**config.mk**
```make
export PLATFORM = sky130hd
export DESIGN_NAME = cbe_top
export DESIGN_NICKNAME = d
export VERILOG_FILES = /design/src/design/cbe_pkg.sv /design/src/design/cbe_bytemem.sv /design/src/design/cbe_core.sv /design/src/design/cbe_top.sv
export SDC_FILE = /design/constraint.sdc
export NUM_CORES = 2
export LEC_CHECK = 0
export BUFFER_PORTS_ARGS = -buffer_cell sky130_fd_sc_hd__buf_2
export CAP_MARGIN = 20
export CORE_ASPECT_RATIO = 1.5
export CORE_UTILIZATION = 54
export CTS_CLUSTER_DIAMETER = 150
export DETAILED_ROUTE_END_ITERATION = 16
export HOLD_SLACK_MARGIN = 0.12
export PLACE_DENSITY = 0.73
export SLEW_MARGIN = 10
export SYNTH_ARGS = -nofsm -noshare
export SYNTH_HDL_FRONTEND = slang
export SYNTH_SLANG_ARGS = --single-unit
```
**constraint.sdc**
```tcl
create_clock -name aclk -period 6.3 [get_ports aclk]
set_input_delay 0.315 -clock aclk [delete_from_list [all_inputs] [get_ports aclk]]
set_output_delay 0.315 -clock aclk [all_outputs]
set_load 0.05 [all_outputs]
```
**src/design/cbe_pkg.sv**
```systemverilog
/*
 * Constants, types and register map of the block cipher engine.
 * Assumes a 32-bit AXI4-Lite slave with 8 decoded address bits.
 */
`default_nettype none
package cbe_pkg;
    localparam int unsigned DATA_W = 32;
    localparam int unsigned ADDR_W = 8;
    localparam int unsigned BLK_W  = 128;
    localparam int unsigned NBYTES = 16;

    localparam logic [7:0] OFF_CTRL   = 8'h00;
    localparam logic [7:0] OFF_STATUS = 8'h04;
    localparam logic [7:0] OFF_MASK   = 8'h08;
    localparam logic [3:0] WIN_KEY    = 4'h1;
    localparam logic [3:0] WIN_STATE  = 4'h2;

    localparam int CTRL_START   = 0;
    localparam int CTRL_DECRYPT = 1;
    localparam int CTRL_AUTO    = 2;
    localparam int CTRL_XOR     = 3;
    localparam int ST_DONE      = 0;
    localparam int ST_BUSY      = 1;

    localparam int unsigned OP_CYCLES = 375;
    localparam int unsigned CNT_W     = 9;
    localparam logic [CNT_W-1:0] OP_LAST = CNT_W'(OP_CYCLES - 1);
    localparam int unsigned ROUNDS    = 10;
    localparam int unsigned RND_W     = 4;
    localparam int unsigned ROT       = 13;

    localparam logic [1:0] RESP_OKAY   = 2'b00;
    localparam logic [1:0] RESP_DECERR = 2'b11;

    typedef enum logic [1:0] {
        CBE_IDLE = 2'b00,
        CBE_RUN  = 2'b01
    } cbe_fsm_t;

    typedef struct packed {
        logic xor_mode;
        logic auto_start;
        logic decrypt;
    } cbe_ctrl_t;

    typedef struct packed {
        logic        we;
        logic [1:0]  idx;
        logic [3:0]  strb;
        logic [31:0] data;
    } cbe_wr_t;
endpackage
`default_nettype wire

```
**src/design/cbe_bytemem.sv**
```systemverilog
/*
 * Sixteen-byte memory with per-byte fill tracking and XOR load.
 * Assumes writes arrive as one 32-bit word with byte strobes.
 */
`timescale 1ns/1ps
`default_nettype none
module cbe_bytemem #(
    parameter int NB = 16
) (
    input  wire logic              aclk,
    input  wire logic              aresetn,
    input  wire cbe_pkg::cbe_wr_t  wr,
    input  wire logic              xor_en,
    input  wire logic              load,
    input  wire logic [NB*8-1:0]   ldata,
    input  wire logic              clr_fill,
    output logic      [NB*8-1:0]   data,
    output logic                   full
);
    typedef struct packed {
        logic [NB-1:0][7:0] mem;
        logic [NB-1:0]      fill;
    } cbe_mem_t;

    cbe_mem_t s_ff;
    cbe_mem_t nxt_s;

    always_comb begin
        nxt_s = s_ff;
        if (clr_fill) begin
            nxt_s.fill = '0;
        end
        if (load) begin
            nxt_s.mem = ldata;
        end
        for (int i = 0; i < NB; i++) begin
            if (wr.we && wr.idx == 2'(i / 4) && wr.strb[i % 4]) begin
                // XOR mode folds new byte into old
                nxt_s.mem[i]  = xor_en ? (s_ff.mem[i] ^ wr.data[8*(i%4) +: 8])
                                       : wr.data[8*(i%4) +: 8]; // [RULE_07]
                nxt_s.fill[i] = 1'b1;
            end
        end
    end

    always_ff @(posedge aclk) begin
        if (!aresetn) begin
            s_ff <= '0;
        end else begin
            s_ff <= nxt_s;
        end
    end

    assign data = s_ff.mem;
    assign full = &s_ff.fill;
endmodule
`default_nettype wire

```
**src/design/cbe_core.sv**
```systemverilog
/*
 * Iterative 128-bit block cipher datapath, one round per cycle.
 * Assumes key and input stay stable from start until done.
 */
`timescale 1ns/1ps
`default_nettype none
module cbe_core #(
    parameter int unsigned ROUNDS = cbe_pkg::ROUNDS
) (
    input  wire logic                      aclk,
    input  wire logic                      aresetn,
    input  wire logic                      start,
    input  wire logic                      decrypt,
    input  wire logic [cbe_pkg::BLK_W-1:0] key,
    input  wire logic [cbe_pkg::BLK_W-1:0] din,
    output logic      [cbe_pkg::BLK_W-1:0] dout,
    output logic                           done
);
    localparam int unsigned BW = cbe_pkg::BLK_W;
    localparam int unsigned RW = cbe_pkg::RND_W;
    localparam logic [RW-1:0] R_LAST = RW'(ROUNDS - 1);

    typedef struct packed {
        logic [BW-1:0] s;
        logic [RW-1:0] r;
        logic          run;
        logic          dir;
        logic          done;
    } cbe_core_t;

    cbe_core_t s_ff;
    cbe_core_t nxt_s;

    function automatic logic [BW-1:0] rkey(input logic [BW-1:0] k, input logic [RW-1:0] r);
        logic [2*BW-1:0] d;
        d = {k, k} << {r, 3'b000};
        return d[2*BW-1:BW] ^ BW'(r);
    endfunction

    function automatic logic [BW-1:0] lanes(input logic [BW-1:0] a, input logic [BW-1:0] b,
                                            input logic sub);
        logic [BW-1:0] o;
        o = '0;
        for (int j = 0; j < BW / 32; j++) begin
            o[32*j +: 32] = sub ? a[32*j +: 32] - b[32*j +: 32] : a[32*j +: 32] + b[32*j +: 32];
        end
        return o;
    endfunction

    logic [BW-1:0] rk;
    logic [BW-1:0] t;

    always_comb begin
        nxt_s = s_ff;
        rk    = rkey(key, s_ff.r);
        t     = s_ff.s ^ rk;
        if (start) begin
            nxt_s.s    = din;
            nxt_s.r    = decrypt ? R_LAST : '0;
            nxt_s.run  = 1'b1;
            nxt_s.dir  = decrypt;
            nxt_s.done = 1'b0;
        end else if (s_ff.run) begin
            // Decrypt undoes the encrypt rounds in reverse order
            if (s_ff.dir) begin
                t       = lanes(s_ff.s, rk, 1'b1);
                nxt_s.s = ((t >> cbe_pkg::ROT) | (t << (BW - cbe_pkg::ROT))) ^ rk; // [RULE_01]
                nxt_s.r = s_ff.r - 1'b1;
            end else begin
                nxt_s.s = lanes((t << cbe_pkg::ROT) | (t >> (BW - cbe_pkg::ROT)), rk, 1'b0);
                nxt_s.r = s_ff.r + 1'b1;
            end
            if (s_ff.r == (s_ff.dir ? '0 : R_LAST)) begin
                nxt_s.run  = 1'b0;
                nxt_s.done = 1'b1;
            end
        end
    end

    always_ff @(posedge aclk) begin
        if (!aresetn) begin
            s_ff <= '0;
        end else begin
            s_ff <= nxt_s;
        end
    end

    assign dout = s_ff.s;
    assign done = s_ff.done;
endmodule
`default_nettype wire

```
**src/design/cbe_top.sv**
```systemverilog
/*
 * Block cipher engine: AXI4-Lite registers, key and state memories,
 * fixed-length operation sequencing, done interrupt and DMA trigger.
 * Assumes a single 200 MHz clock and a synchronous active-low reset.
 */
// Local design decisions: the register offsets and the AXI4-Lite interface to the registers.
`timescale 1ns/1ps
`default_nettype none
// Behaviour
// RULE_01: Encrypt or decrypt 128-bit block, 128-bit key
// RULE_02: Master loads key and state before start
// RULE_03: Done 375 cycles after start, result readable
// RULE_04: Completion makes data readable, optional interrupt
// RULE_05: DMA trigger pulse on every completion
// RULE_06: Auto-start once all sixteen state bytes written
// RULE_07: XOR mode folds writes into state bytes
// RULE_08: Done flag set, cleared; start ignored when busy
module cbe_top (
    input  wire logic        aclk,
    input  wire logic        aresetn,
    input  wire logic [7:0]  s_axi_awaddr,
    input  wire logic        s_axi_awvalid,
    output logic             s_axi_awready,
    input  wire logic [31:0] s_axi_wdata,
    input  wire logic [3:0]  s_axi_wstrb,
    input  wire logic        s_axi_wvalid,
    output logic             s_axi_wready,
    output logic [1:0]       s_axi_bresp,
    output logic             s_axi_bvalid,
    input  wire logic        s_axi_bready,
    input  wire logic [7:0]  s_axi_araddr,
    input  wire logic        s_axi_arvalid,
    output logic             s_axi_arready,
    output logic [31:0]      s_axi_rdata,
    output logic [1:0]       s_axi_rresp,
    output logic             s_axi_rvalid,
    input  wire logic        s_axi_rready,
    output logic             irq,
    output logic             dma_trig
);
    localparam int unsigned BW = cbe_pkg::BLK_W;

    typedef struct packed {
        cbe_pkg::cbe_fsm_t          fsm;
        logic [cbe_pkg::CNT_W-1:0]  cnt;
        cbe_pkg::cbe_ctrl_t         ctrl;
        logic                       done;
        logic                       mask;
        logic                       irq;
        logic                       dma;
        logic                       aw_held;
        logic [7:0]                 awaddr;
        logic                       aw_rdy;
        logic                       w_held;
        logic [31:0]                wdata;
        logic [3:0]                 wstrb;
        logic                       w_rdy;
        logic                       bvalid;
        logic [1:0]                 bresp;
        logic                       ar_rdy;
        logic                       rvalid;
        logic [31:0]                rdata;
        logic [1:0]                 rresp;
    } cbe_top_t;

    cbe_top_t s_ff;
    cbe_top_t nxt_s;

    logic              do_wr;
    logic              do_rd;
    logic              idle;
    logic              start_go;
    logic              go_dec;
    logic              auto_go;
    logic              finish;
    logic              wr_ok;
    cbe_pkg::cbe_wr_t  key_wr;
    cbe_pkg::cbe_wr_t  st_wr;
    logic [BW-1:0]     key_data;
    logic [BW-1:0]     st_data;
    logic [BW-1:0]     core_dout;
    logic              core_done;
    logic              st_full;

    cbe_bytemem #(
        .NB       (cbe_pkg::NBYTES)
    ) u_key_mem (
        .aclk     (aclk),
        .aresetn  (aresetn),
        .wr       (key_wr),
        .xor_en   (1'b0),
        .load     (1'b0),
        .ldata    ('0),
        .clr_fill (1'b0),
        .data     (key_data),
        .full     ()
    );

    cbe_bytemem #(
        .NB       (cbe_pkg::NBYTES)
    ) u_state_mem (
        .aclk     (aclk),
        .aresetn  (aresetn),
        .wr       (st_wr),
        .xor_en   (s_ff.ctrl.xor_mode),
        .load     (finish),
        .ldata    (core_dout),
        .clr_fill (start_go),
        .data     (st_data),
        .full     (st_full)
    );

    cbe_core #(
        .ROUNDS   (cbe_pkg::ROUNDS)
    ) u_core (
        .aclk     (aclk),
        .aresetn  (aresetn),
        .start    (start_go),
        .decrypt  (go_dec),
        .key      (key_data),
        .din      (st_data),
        .dout     (core_dout),
        .done     (core_done)
    );

    always_comb begin
        idle     = (s_ff.fsm == cbe_pkg::CBE_IDLE);
        do_wr    = s_ff.aw_held && s_ff.w_held && !s_ff.bvalid;
        do_rd    = s_ff.ar_rdy && s_axi_arvalid;
        auto_go  = idle && s_ff.ctrl.auto_start && st_full; // [RULE_06]
        // Start written with its direction bit runs in that direction
        go_dec   = auto_go ? s_ff.ctrl.decrypt : s_ff.wdata[cbe_pkg::CTRL_DECRYPT]; // [RULE_01]
        // Start command while busy is dropped
        start_go = auto_go || (idle && do_wr && s_ff.awaddr == cbe_pkg::OFF_CTRL
                               && s_ff.wstrb[0] && s_ff.wdata[cbe_pkg::CTRL_START]); // [RULE_08]
        finish   = (s_ff.fsm == cbe_pkg::CBE_RUN) && s_ff.cnt == cbe_pkg::OP_LAST; // [RULE_03]
        // Memories frozen while an operation is pending or running
        wr_ok    = idle && !auto_go;
        key_wr.we   = do_wr && wr_ok && s_ff.awaddr[7:4] == cbe_pkg::WIN_KEY;
        key_wr.idx  = s_ff.awaddr[3:2];
        key_wr.strb = s_ff.wstrb;
        key_wr.data = s_ff.wdata;
        st_wr       = key_wr;
        st_wr.we    = do_wr && wr_ok && s_ff.awaddr[7:4] == cbe_pkg::WIN_STATE;
    end

    always_comb begin
        nxt_s     = s_ff;
        nxt_s.dma = 1'b0;
        // Operation sequencing
        case (s_ff.fsm)
            cbe_pkg::CBE_IDLE: begin
                if (start_go) begin
                    nxt_s.fsm  = cbe_pkg::CBE_RUN;
                    nxt_s.cnt  = '0;
                    nxt_s.done = 1'b0; // [RULE_08]
                end
            end
            cbe_pkg::CBE_RUN: begin
                nxt_s.cnt = s_ff.cnt + 1'b1;
                if (finish) begin
                    nxt_s.fsm = cbe_pkg::CBE_IDLE;
                    nxt_s.dma = 1'b1; // [RULE_05]
                end
            end
            default: begin
                nxt_s.fsm = cbe_pkg::CBE_IDLE;
            end
        endcase
        // Write address and data channels
        if (s_ff.aw_rdy && s_axi_awvalid) begin
            nxt_s.aw_held = 1'b1;
            nxt_s.awaddr  = s_axi_awaddr;
        end
        if (s_ff.w_rdy && s_axi_wvalid) begin
            nxt_s.w_held = 1'b1;
            nxt_s.wdata  = s_axi_wdata;
            nxt_s.wstrb  = s_axi_wstrb;
        end
        if (do_wr) begin
            nxt_s.aw_held = 1'b0;
            nxt_s.w_held  = 1'b0;
            nxt_s.bvalid  = 1'b1;
            nxt_s.bresp   = cbe_pkg::RESP_OKAY;
            if (s_ff.awaddr == cbe_pkg::OFF_CTRL) begin
                if (s_ff.wstrb[0] && idle) begin
                    nxt_s.ctrl.decrypt    = s_ff.wdata[cbe_pkg::CTRL_DECRYPT];
                    nxt_s.ctrl.auto_start = s_ff.wdata[cbe_pkg::CTRL_AUTO];
                    nxt_s.ctrl.xor_mode   = s_ff.wdata[cbe_pkg::CTRL_XOR];
                end
            end else if (s_ff.awaddr == cbe_pkg::OFF_STATUS) begin
                // Completion in the same cycle keeps the flag set
                if (s_ff.wstrb[0] && s_ff.wdata[cbe_pkg::ST_DONE] && !start_go) begin
                    nxt_s.done = 1'b0; // [RULE_08]
                end
            end else if (s_ff.awaddr == cbe_pkg::OFF_MASK) begin
                if (s_ff.wstrb[0]) begin
                    nxt_s.mask = s_ff.wdata[cbe_pkg::ST_DONE];
                end
            end else if (s_ff.awaddr[7:4] == cbe_pkg::WIN_KEY
                         || s_ff.awaddr[7:4] == cbe_pkg::WIN_STATE) begin
                nxt_s.bresp = cbe_pkg::RESP_OKAY;
            end else begin
                nxt_s.bresp = cbe_pkg::RESP_DECERR;
            end
        end
        if (finish) begin
            nxt_s.done = 1'b1; // [RULE_04]
        end
        if (s_ff.bvalid && s_axi_bready) begin
            nxt_s.bvalid = 1'b0;
        end
        // Read channel
        if (s_ff.rvalid && s_axi_rready) begin
            nxt_s.rvalid = 1'b0;
        end
        if (do_rd) begin
            nxt_s.rvalid = 1'b1;
            nxt_s.rresp  = cbe_pkg::RESP_OKAY;
            nxt_s.rdata  = '0;
            if (s_axi_araddr == cbe_pkg::OFF_CTRL) begin
                nxt_s.rdata[cbe_pkg::CTRL_DECRYPT] = s_ff.ctrl.decrypt;
                nxt_s.rdata[cbe_pkg::CTRL_AUTO]    = s_ff.ctrl.auto_start;
                nxt_s.rdata[cbe_pkg::CTRL_XOR]     = s_ff.ctrl.xor_mode;
            end else if (s_axi_araddr == cbe_pkg::OFF_STATUS) begin
                nxt_s.rdata[cbe_pkg::ST_DONE] = s_ff.done;
                nxt_s.rdata[cbe_pkg::ST_BUSY] = !idle;
            end else if (s_axi_araddr == cbe_pkg::OFF_MASK) begin
                nxt_s.rdata[cbe_pkg::ST_DONE] = s_ff.mask;
            end else if (s_axi_araddr[7:4] == cbe_pkg::WIN_STATE) begin
                nxt_s.rdata = st_data[32*s_axi_araddr[3:2] +: 32]; // [RULE_04]
            end else if (s_axi_araddr[7:4] == cbe_pkg::WIN_KEY) begin
                nxt_s.rdata = '0;
            end else begin
                nxt_s.rresp = cbe_pkg::RESP_DECERR;
            end
        end
        nxt_s.aw_rdy = !nxt_s.aw_held && !nxt_s.bvalid;
        nxt_s.w_rdy  = !nxt_s.w_held && !nxt_s.bvalid;
        nxt_s.ar_rdy = !nxt_s.rvalid;
        nxt_s.irq    = nxt_s.done && nxt_s.mask; // [RULE_04]
    end

    always_ff @(posedge aclk) begin
        if (!aresetn) begin
            s_ff <= '0;
        end else begin
            s_ff <= nxt_s;
        end
    end

    assign s_axi_awready = s_ff.aw_rdy;
    assign s_axi_wready  = s_ff.w_rdy;
    assign s_axi_bvalid  = s_ff.bvalid;
    assign s_axi_bresp   = s_ff.bresp;
    assign s_axi_arready = s_ff.ar_rdy;
    assign s_axi_rvalid  = s_ff.rvalid;
    assign s_axi_rdata   = s_ff.rdata;
    assign s_axi_rresp   = s_ff.rresp;
    assign irq           = s_ff.irq;
    assign dma_trig      = s_ff.dma;

    // Cycles since the last accepted start, saturating
    logic [9:0] age_ff;
    always_ff @(posedge aclk) begin
        if (!aresetn) begin
            age_ff <= '1;
        end else if (start_go) begin
            age_ff <= '0;
        end else if (age_ff != '1) begin
            age_ff <= age_ff + 1'b1;
        end
    end

    op_length_a: assert property ( // [RULE_03]
        @(posedge aclk) disable iff (!aresetn)
        $rose(s_ff.done) |-> age_ff == 10'(cbe_pkg::OP_CYCLES))
        else $error("done not 375 cycles after start");

    done_clear_a: assert property ( // [RULE_08]
        @(posedge aclk) disable iff (!aresetn)
        start_go |=> !s_ff.done && s_ff.fsm == cbe_pkg::CBE_RUN)
        else $error("start did not clear done or set busy");

    busy_ignore_a: assert property ( // [RULE_08]
        @(posedge aclk) disable iff (!aresetn)
        s_ff.fsm == cbe_pkg::CBE_RUN && !finish
        |=> s_ff.fsm == cbe_pkg::CBE_RUN && s_ff.cnt == $past(s_ff.cnt) + 1'b1
            && s_ff.ctrl == $past(s_ff.ctrl))
        else $error("running count disturbed");

    dma_pulse_a: assert property ( // [RULE_05]
        @(posedge aclk) disable iff (!aresetn)
        $rose(s_ff.done) |-> dma_trig ##1 !dma_trig)
        else $error("dma trigger not a one-cycle pulse at completion");

    irq_gate_a: assert property ( // [RULE_04]
        @(posedge aclk) disable iff (!aresetn)
        irq == (s_ff.done && s_ff.mask))
        else $error("interrupt does not follow done and mask");

    auto_start_a: assert property ( // [RULE_06]
        @(posedge aclk) disable iff (!aresetn)
        idle && s_ff.ctrl.auto_start && st_full |=> s_ff.fsm == cbe_pkg::CBE_RUN ##1 !st_full)
        else $error("full state did not auto-start");

    xor_load_a: assert property ( // [RULE_07]
        @(posedge aclk) disable iff (!aresetn)
        st_wr.we && st_wr.idx == 2'b00 && st_wr.strb[0] && s_ff.ctrl.xor_mode
        |=> st_data[7:0] == ($past(st_data[7:0]) ^ $past(st_wr.data[7:0])))
        else $error("xor load result wrong");

    result_load_a: assert property ( // [RULE_01]
        @(posedge aclk) disable iff (!aresetn)
        finish |-> $past(core_done, 2) ##1 st_data == $past(core_dout))
        else $error("result not in state memory at done");
endmodule
`default_nettype wire

```
Word level (Yosys, flattened, before mapping) --
Cells that the tools add are included.
Storage, ports and cells: flip-flop bits (word level) 511, bits in latches 0, memory bits (writable) 0, memory bits (read-only) 0, input port bits 59, output and inout bits 43, logic and storage cells 337, memories 0
Cells by class: add/subtract/negate cells 11, multiply operators 0, div/mod/pow operators 0, magnitude comparators 0, equality and inequality tests 16, shift operators 2, mux-type cells 96, bitwise logic cells 21, reductions and logical operators 117
Operators with widths (number):
- 133-bit 2-to-1 mux | 2
- 8-bit 2-to-1 mux | 32
- 256-bit by 7-bit << shifter with 256-bit output | 1
- 128-bit XOR | 2
- 132-bit 2-to-1 mux | 1
- 32-bit adder | 4
- 128-bit 2-to-1 mux | 1
- 115-bit by 128-bit bitwise OR with 128-bit output | 1
- 128-bit by 13-bit bitwise OR with 128-bit output | 1
- 128-bit by 8-bit variable part select with 32-bit output | 1
- 32-bit subtractor | 4
- 128-bit by 4-bit XOR with 128-bit output | 1
- 8-bit XOR | 16
- 2-bit nonzero test | 34
- 1-bit logical AND | 64
- 37-bit 2-to-1 mux | 1
- 35-bit 2-to-1 mux | 1
- 1-bit 2-to-1 mux | 32
- 32-bit 2-to-1 mux | 1
- 31-bit 2-to-1 mux | 1
- 30-bit 2-to-1 mux | 1
- 28-bit 2-to-1 mux | 1
- 2-bit 2-to-1 mux | 12
- 9-bit one-hot mux with 2 select lines | 1
- other kinds (26) | 47

Depth between registers and ports, before layout --
depth in word-level cells 15, depth in mapped cells 27, depth with buffers taken out 22

Hierarchy --
From an unflattened synthesis, not the netlist that was laid out.
Second synthesis, totals: cells, all modules 6338, area, all modules 52351.5 um^2
Modules (own cells, without submodules):
- cbe_core | instances 1, cells an instance 3677, area an instance 28117.0 um^2, seq. area each 2702.6 um^2
- cbe_bytemem | instances 2, cells an instance 1066, area an instance 9643.0 um^2, seq. area each 2882.8 um^2
- cbe_top | instances 1, cells an instance 529, area an instance 4948.5 um^2, seq. area each 2042.0 um^2

Least setup slack after synthesis --
No wires, ideal clock.
path kind flip-flop to flip-flop, from reg u_core.s_ff[4] (netlist name), to reg u_core.s_ff (netlist bit u_core.dout[92]), library setup time 115 ps, arrival 5747 ps, required time 6185 ps, slack 439 ps, stages on the path, launching flop included 27, path buffers 6, clock period less this slack 5861 ps, path through dfxtp_1 > buf_2 > buf_2 > buf_2 > buf_2 > buf_2 > buf_2 > mux4_2 > mux2i_1 > nand2_1 > o21ai_0 > ha_1 > inv_1 > ha_1 > fa_1 > a21o_1 > a21oi_1 > nor2b_1 > o21a_1 > o31a_1 > a31o_2 > o31ai_1 > a21oi_1 > a31o_2 > a211o_1 > nor3b_1 > o21a_1
On the way: word-level cells in the longest chain between the ends 8, elaborated cells on any way between the ends 11, those cells by class add/sub (2); shift (1); mux (3); bitwise (5)
Ends and longest elaborated chain:
- from (decl) | RTL line cbe_core.sv:31 | cbe_core_t s_ff;
- from (signal assigned) | RTL line cbe_core.sv:84 | s_ff <= nxt_s;
- 256-bit by 7-bit << shifter with 256-bit output * | RTL line cbe_core.sv:36 | d = {k, k} << {r, 3'b000};
- 128-bit by 4-bit XOR with 128-bit output * | RTL line cbe_core.sv:37 | return d[2*BW-1:BW] ^ BW'(r);
- 128-bit XOR / 32-bit subtractor (equally long branches) | RTL line cbe_core.sv:56, cbe_core.sv:45
- 128-bit by 13-bit bitwise OR with 128-bit output / 115-bit by 128-bit bitwise OR with 128-bit output (equally long branches) | RTL line cbe_core.sv:70, cbe_core.sv:67
- 32-bit adder / 128-bit XOR (equally long branches) | RTL line cbe_core.sv:45, cbe_core.sv:67
- 132-bit 2-to-1 mux * | RTL line cbe_core.sv:65 | if (s_ff.dir) begin
- 133-bit 2-to-1 mux * | RTL line cbe_core.sv:63 | end else if (s_ff.run) begin
- 133-bit 2-to-1 mux * | RTL line cbe_core.sv:57 | if (start) begin
Every way passes the cells marked *; elsewhere a longest branch is shown, timed or not. The select of a mux whose other input is x is not followed. A chain may end at the register's enable or synchronous reset.

Worst setup path after layout --
from reg u_core.s_ff[3] (netlist name), to reg u_core.s_ff (netlist bit u_core.dout[19])
On the way: word-level cells in the longest chain between the ends 8, elaborated cells on any way between the ends 11, those cells by class add/sub (2); shift (1); mux (3); bitwise (5)
Ends and longest elaborated chain (RTL line):
- 256-bit by 7-bit << shifter with 256-bit output | cbe_core.sv:36
- 128-bit by 4-bit XOR with 128-bit output * | cbe_core.sv:37
- 128-bit XOR / 32-bit subtractor (equally long branches) | cbe_core.sv:56, cbe_core.sv:45
- 128-bit by 13-bit bitwise OR with 128-bit output / 115-bit by 128-bit bitwise OR with 128-bit output (equally long branches) | cbe_core.sv:70, cbe_core.sv:67
- 32-bit adder / 128-bit XOR (equally long branches) | cbe_core.sv:45, cbe_core.sv:67
- 132-bit 2-to-1 mux * | cbe_core.sv:65
- 133-bit 2-to-1 mux * | cbe_core.sv:63
- 133-bit 2-to-1 mux * | cbe_core.sv:57
Marks and branches as above.

==> metrics.csv <==
stage,metric,value,unit
run,Max Cap Viol,0,
clock_tree,Root Driver,clkbuf_16,
logic_synthesis,Synth area leader,dfxtp_1,
place,dpl cells,6758,
worst_setup_path,kind of critical path,reg -> reg,
timing,setup TNS,0,ps
worst_setup_path,CP max stage cell,dfxtp_4,
cells_and_area,post-layout net count,6183,
clock_tree,Clock Pin Slew Worst Setup and Hold Paths,70,ps
global_routing,GRT overflow,0,
pwr,Internal,0.00525,W
drt,ANT nets after route,0,
timing,Worst Tran Pin Value,1320,ps
floorplanning,Ports,102,
floorplanning,Core Area,81200,um2
clock_tree,Worst-Skew Late Latency,700,ps
drt,highest metal used,met5,
worst_setup_path,CP max FO,26,
worst_setup_path,crit path cell chain,buf_4 -> mux4_2 -> mux2_2 -> o21ai_0 -> buf_4 -> ha_1 -> inv_1 -> ha_1 -> a21o_1 -> a21o_1 -> a221oi_1 -> o221ai_1 -> o2111ai_1 -> nand2_1 -> o31ai_1 -> xnor2_1 -> a222oi_1 -> nor2_1 -> a21oi_1 -> nor2_1,
floorplanning,die area,83100,um2
logic_synthesis,"Seq/Total Area, Yosys",23.0,%
pwr,worst vdd ir,0.262,mV
pwr,sw frac,26.5,%
logic_synthesis,fraction of registers with async set/reset,0,%
logic_synthesis,post-synthesis cell count,5775,
floorplanning,cell row count,128,
clock_tree,TritonCTS buffer count,54,
pwr,share of total power in combinational logic,5.0,%
clock_tree,clk buf depth,3,
pwr,share of power burned in the clock network,48.9,%
global_routing,first-pass GRT wire length,312000,um
floorplanning,die height,353,um
timing,minimum clock period,5970,ps
cells_and_area,Non-Filler Instances,6919,
cells_and_area,"commonest non-fill, non-tap cells in the layout","nand2_1 (958), a21oi_1 (570), dfxtp_1 (500)",
place,IO Port Bufs,101,
clock_tree,CTS Hold Bufs,49,
logic_synthesis,"EDFF count, synth",0,
drt,met2 WL,92100,um
timing,clock skew,44.4,ps
pwr,Sw Pwr,0.00189,W
cells_and_area,layout cells sized above 1,12.2,%
timing,RSZ-0062 raised after global routing,false,
clock_tree,CTS tree,done,
clock_tree,PostCTS Resize Cnt,0,
place,Routability Congestion,1.13,
cells_and_area,"most common cell after layout, fill and taps aside",nand2_1,
logic_synthesis,"top cells by area, synth","dfxtp_1 (23%), xnor2_1 (8.3%), ha_1 (8.1%)",
timing,final setup vio count,0,
drt,drt pass-1 iters,12,
worst_setup_path,CP max stage delay,610,ps
global_routing,largest net degree at the start of global routing,179,
clock_tree,H-tree levels,2,
drt,Vias,47212,
cells_and_area,final-layout fill cell count,7429,
global_routing,number of global-route vias before repair,43183,
drt,Iter 0 DRT Violations,6367,
logic_synthesis,Synth Register Bits,508,
drt,M1 WL,72300,um
global_routing,GRT Total Usage,52.3,%
pwr,sequential power share,46.0,%
logic_synthesis,Synth Area per Inst,7.66,um2
worst_setup_path,CP Launch Type,register,
place,hpwl dp,168000,um
worst_hold_path,worst min path class,in -> reg,
clock_tree,Post-CTS Setup Inserts,0,
drt,DR DRC count,0,
pwr,Static Leak,20.7,nW
timing,Fin. Hold Viols,0,
logic_synthesis,Main synth FF type,dfxtp_1,
worst_setup_path,CP Capture Type,register,
cells_and_area,P&R area growth vs syn,10.6,%
drt,Post-Route WL,223000,um
logic_synthesis,synthesized area,44200,um2
timing,Slew Limit Fails,0,
status,outcome,"complete, no violations",
logic_synthesis,Post-Syn Nets,6129,
drt,Wirelength per Cell,32.3,um
floorplanning,Starting Density,54.5,%
drt,Via-to-Cell Ratio,6.82,
logic_synthesis,Unique masters post-synth,87,
drt,routed wl met3,28000,um
timing,FMAX,168,MHz
pwr,PwrDens,146,nW/um2
worst_setup_path,Worst EP required,6840,ps
floorplanning,Die W,236,um
clock_tree,CTS Sinks,508,
timing,Slew HR,11.9,%
worst_setup_path,CP arrival,6510,ps
timing,fin crit share,94.7,%
global_routing,initial antenna violation count,14,
logic_synthesis,Yosys warnings,0,
logic_synthesis,Yosys top cell area share,23.0,%
==> layout make-up <==
type | count | area (um2) | share of cell area [%]
clock inverters | 25 | 273 | 0.558
repair buffers | 409 | 3130 | 6.40
well taps | 1040 | 1300 | 2.66
flip-flops and latches | 508 | 10200 | 20.8
inverters | 329 | 1240 | 2.55
multi-input cells | 4527 | 31200 | 63.7
diodes | 8 | 20.0 | 0.0409
clock buffers | 73 | 1590 | 3.25
==> synth_stat cells, types with 20 or more instances <==
| cell type | count |
|---|---|
| a211oi_1 | 49 |
| nor2b_1 | 41 |
| buf_4 | 40 |
| and3_1 | 39 |
| nor2_1 | 402 |
| a31oi_1 | 42 |
| ha_1 | 288 |
| mux4_2 | 152 |
| o21ai_0 | 340 |
| inv_1 | 326 |
| o21a_1 | 26 |
| a311oi_1 | 114 |
| nand4_1 | 24 |
| nand3_1 | 182 |
| nand2b_1 | 29 |
| buf_1 | 63 |
| and2_1 | 20 |
| clkbuf_1 | 278 |
| a21o_1 | 107 |
| xor2_1 | 62 |
| mux2_2 | 64 |
| buf_2 | 28 |
| nand2_1 | 960 |
| o21bai_1 | 47 |
| nor3_1 | 47 |
| or3_1 | 28 |
| o221ai_1 | 29 |
| mux2i_1 | 96 |
| o211ai_1 | 79 |
| dfxtp_1 | 508 |
| xnor2_1 | 418 |
| a21oi_1 | 570 |
| a22oi_1 | 37 |
| a221oi_1 | 25 |
==> worst paths after layout <==
kind / start / to / slack, ps / cells past startpoint
worst min-delay path: s_axi_awvalid / s_ff[85]$_SDFFE_PN0P_ / 140 / 4
worst max register to register: u_core.s_ff[3]$_SDFFE_PN0P_ / u_core.dout[19]$_SDFFE_PN0P_ / 330 / 20
worst max-delay path: u_core.s_ff[3]$_SDFFE_PN0P_ / u_core.dout[19]$_SDFFE_PN0P_ / 330 / 20
worst min register to register: s_ff[85]$_SDFFE_PN0P_ / s_ff[85]$_SDFFE_PN0P_ / 460 / 2
==> state kept, by name, summed over array words and instances (netlist names), 6 cells and up <==
name              flops
s_ff                 23
s_axi_rdata          32
u_core.s_ff           6
key_wr               38
u_key_mem.data      128
u_core.dout         128
u_state_mem.s_ff     16
u_state_mem.data    128
==> critical path, delay by kind of cell (launching register included) <==
kind                       cells  cell delay (ps)
AOI/OAI and AO/OA              9             2240
xor gates and xnor gates       1              470
adders and majority gates      2              570
buffers and inverters          3              800
DFF                            1              610
muxes                          2              880
and+or+nand+nor                3              250
==> power by group through the flow <==
stage               clock network, W  registers [W]  logic, W
global placement                   0        0.00335  0.000297
floorplan                          0        0.00332  0.000194
CTS                          0.00345        0.00328  0.000327
detailed placement                 0        0.00335  0.000303
global route                 0.00359        0.00328  0.000365
finish                       0.00349        0.00329  0.000358
==> cell families after synthesis <==
family | after synthesis | share of synthesized area [%]
AOI/OAI and AO/OA | 1612 | 23.0
adders and majority gates | 300 | 8.58
muxes | 315 | 11.6
xor gates and xnor gates | 480 | 9.50
and+or+nand+nor | 1820 | 17.5
DFF | 508 | 23.0
buffers and inverters | 740 | 6.73
==> metrics by stage <==
step	hold slack [ps]	setup WS (ps)	util, %	total power, W	area [um2]
4_1_cts	140	416	60.1	0.00706	48800
2_1_floorplan	422	439	-	0.00351	44200
3_5_place_dp	443	432	57.2	0.00366	46400
6_report	137	335	60.2	0.00714	48900
5_1_grt	203	35.4	60.2	0.00723	48900
3_3_place_gp	441	412	57.1	0.00365	46400
==> routing by layer <==
layer | vias to the layer above | track usage [%]
met5 | - | 0
met4 | 18 | 57.2
met3 | 1176 | 18.3
met2 | 3355 | 76.6
met1 | 22041 | 56.0
li1 | 20622 | -
Note: power is estimated with default switching activity, not from simulation.
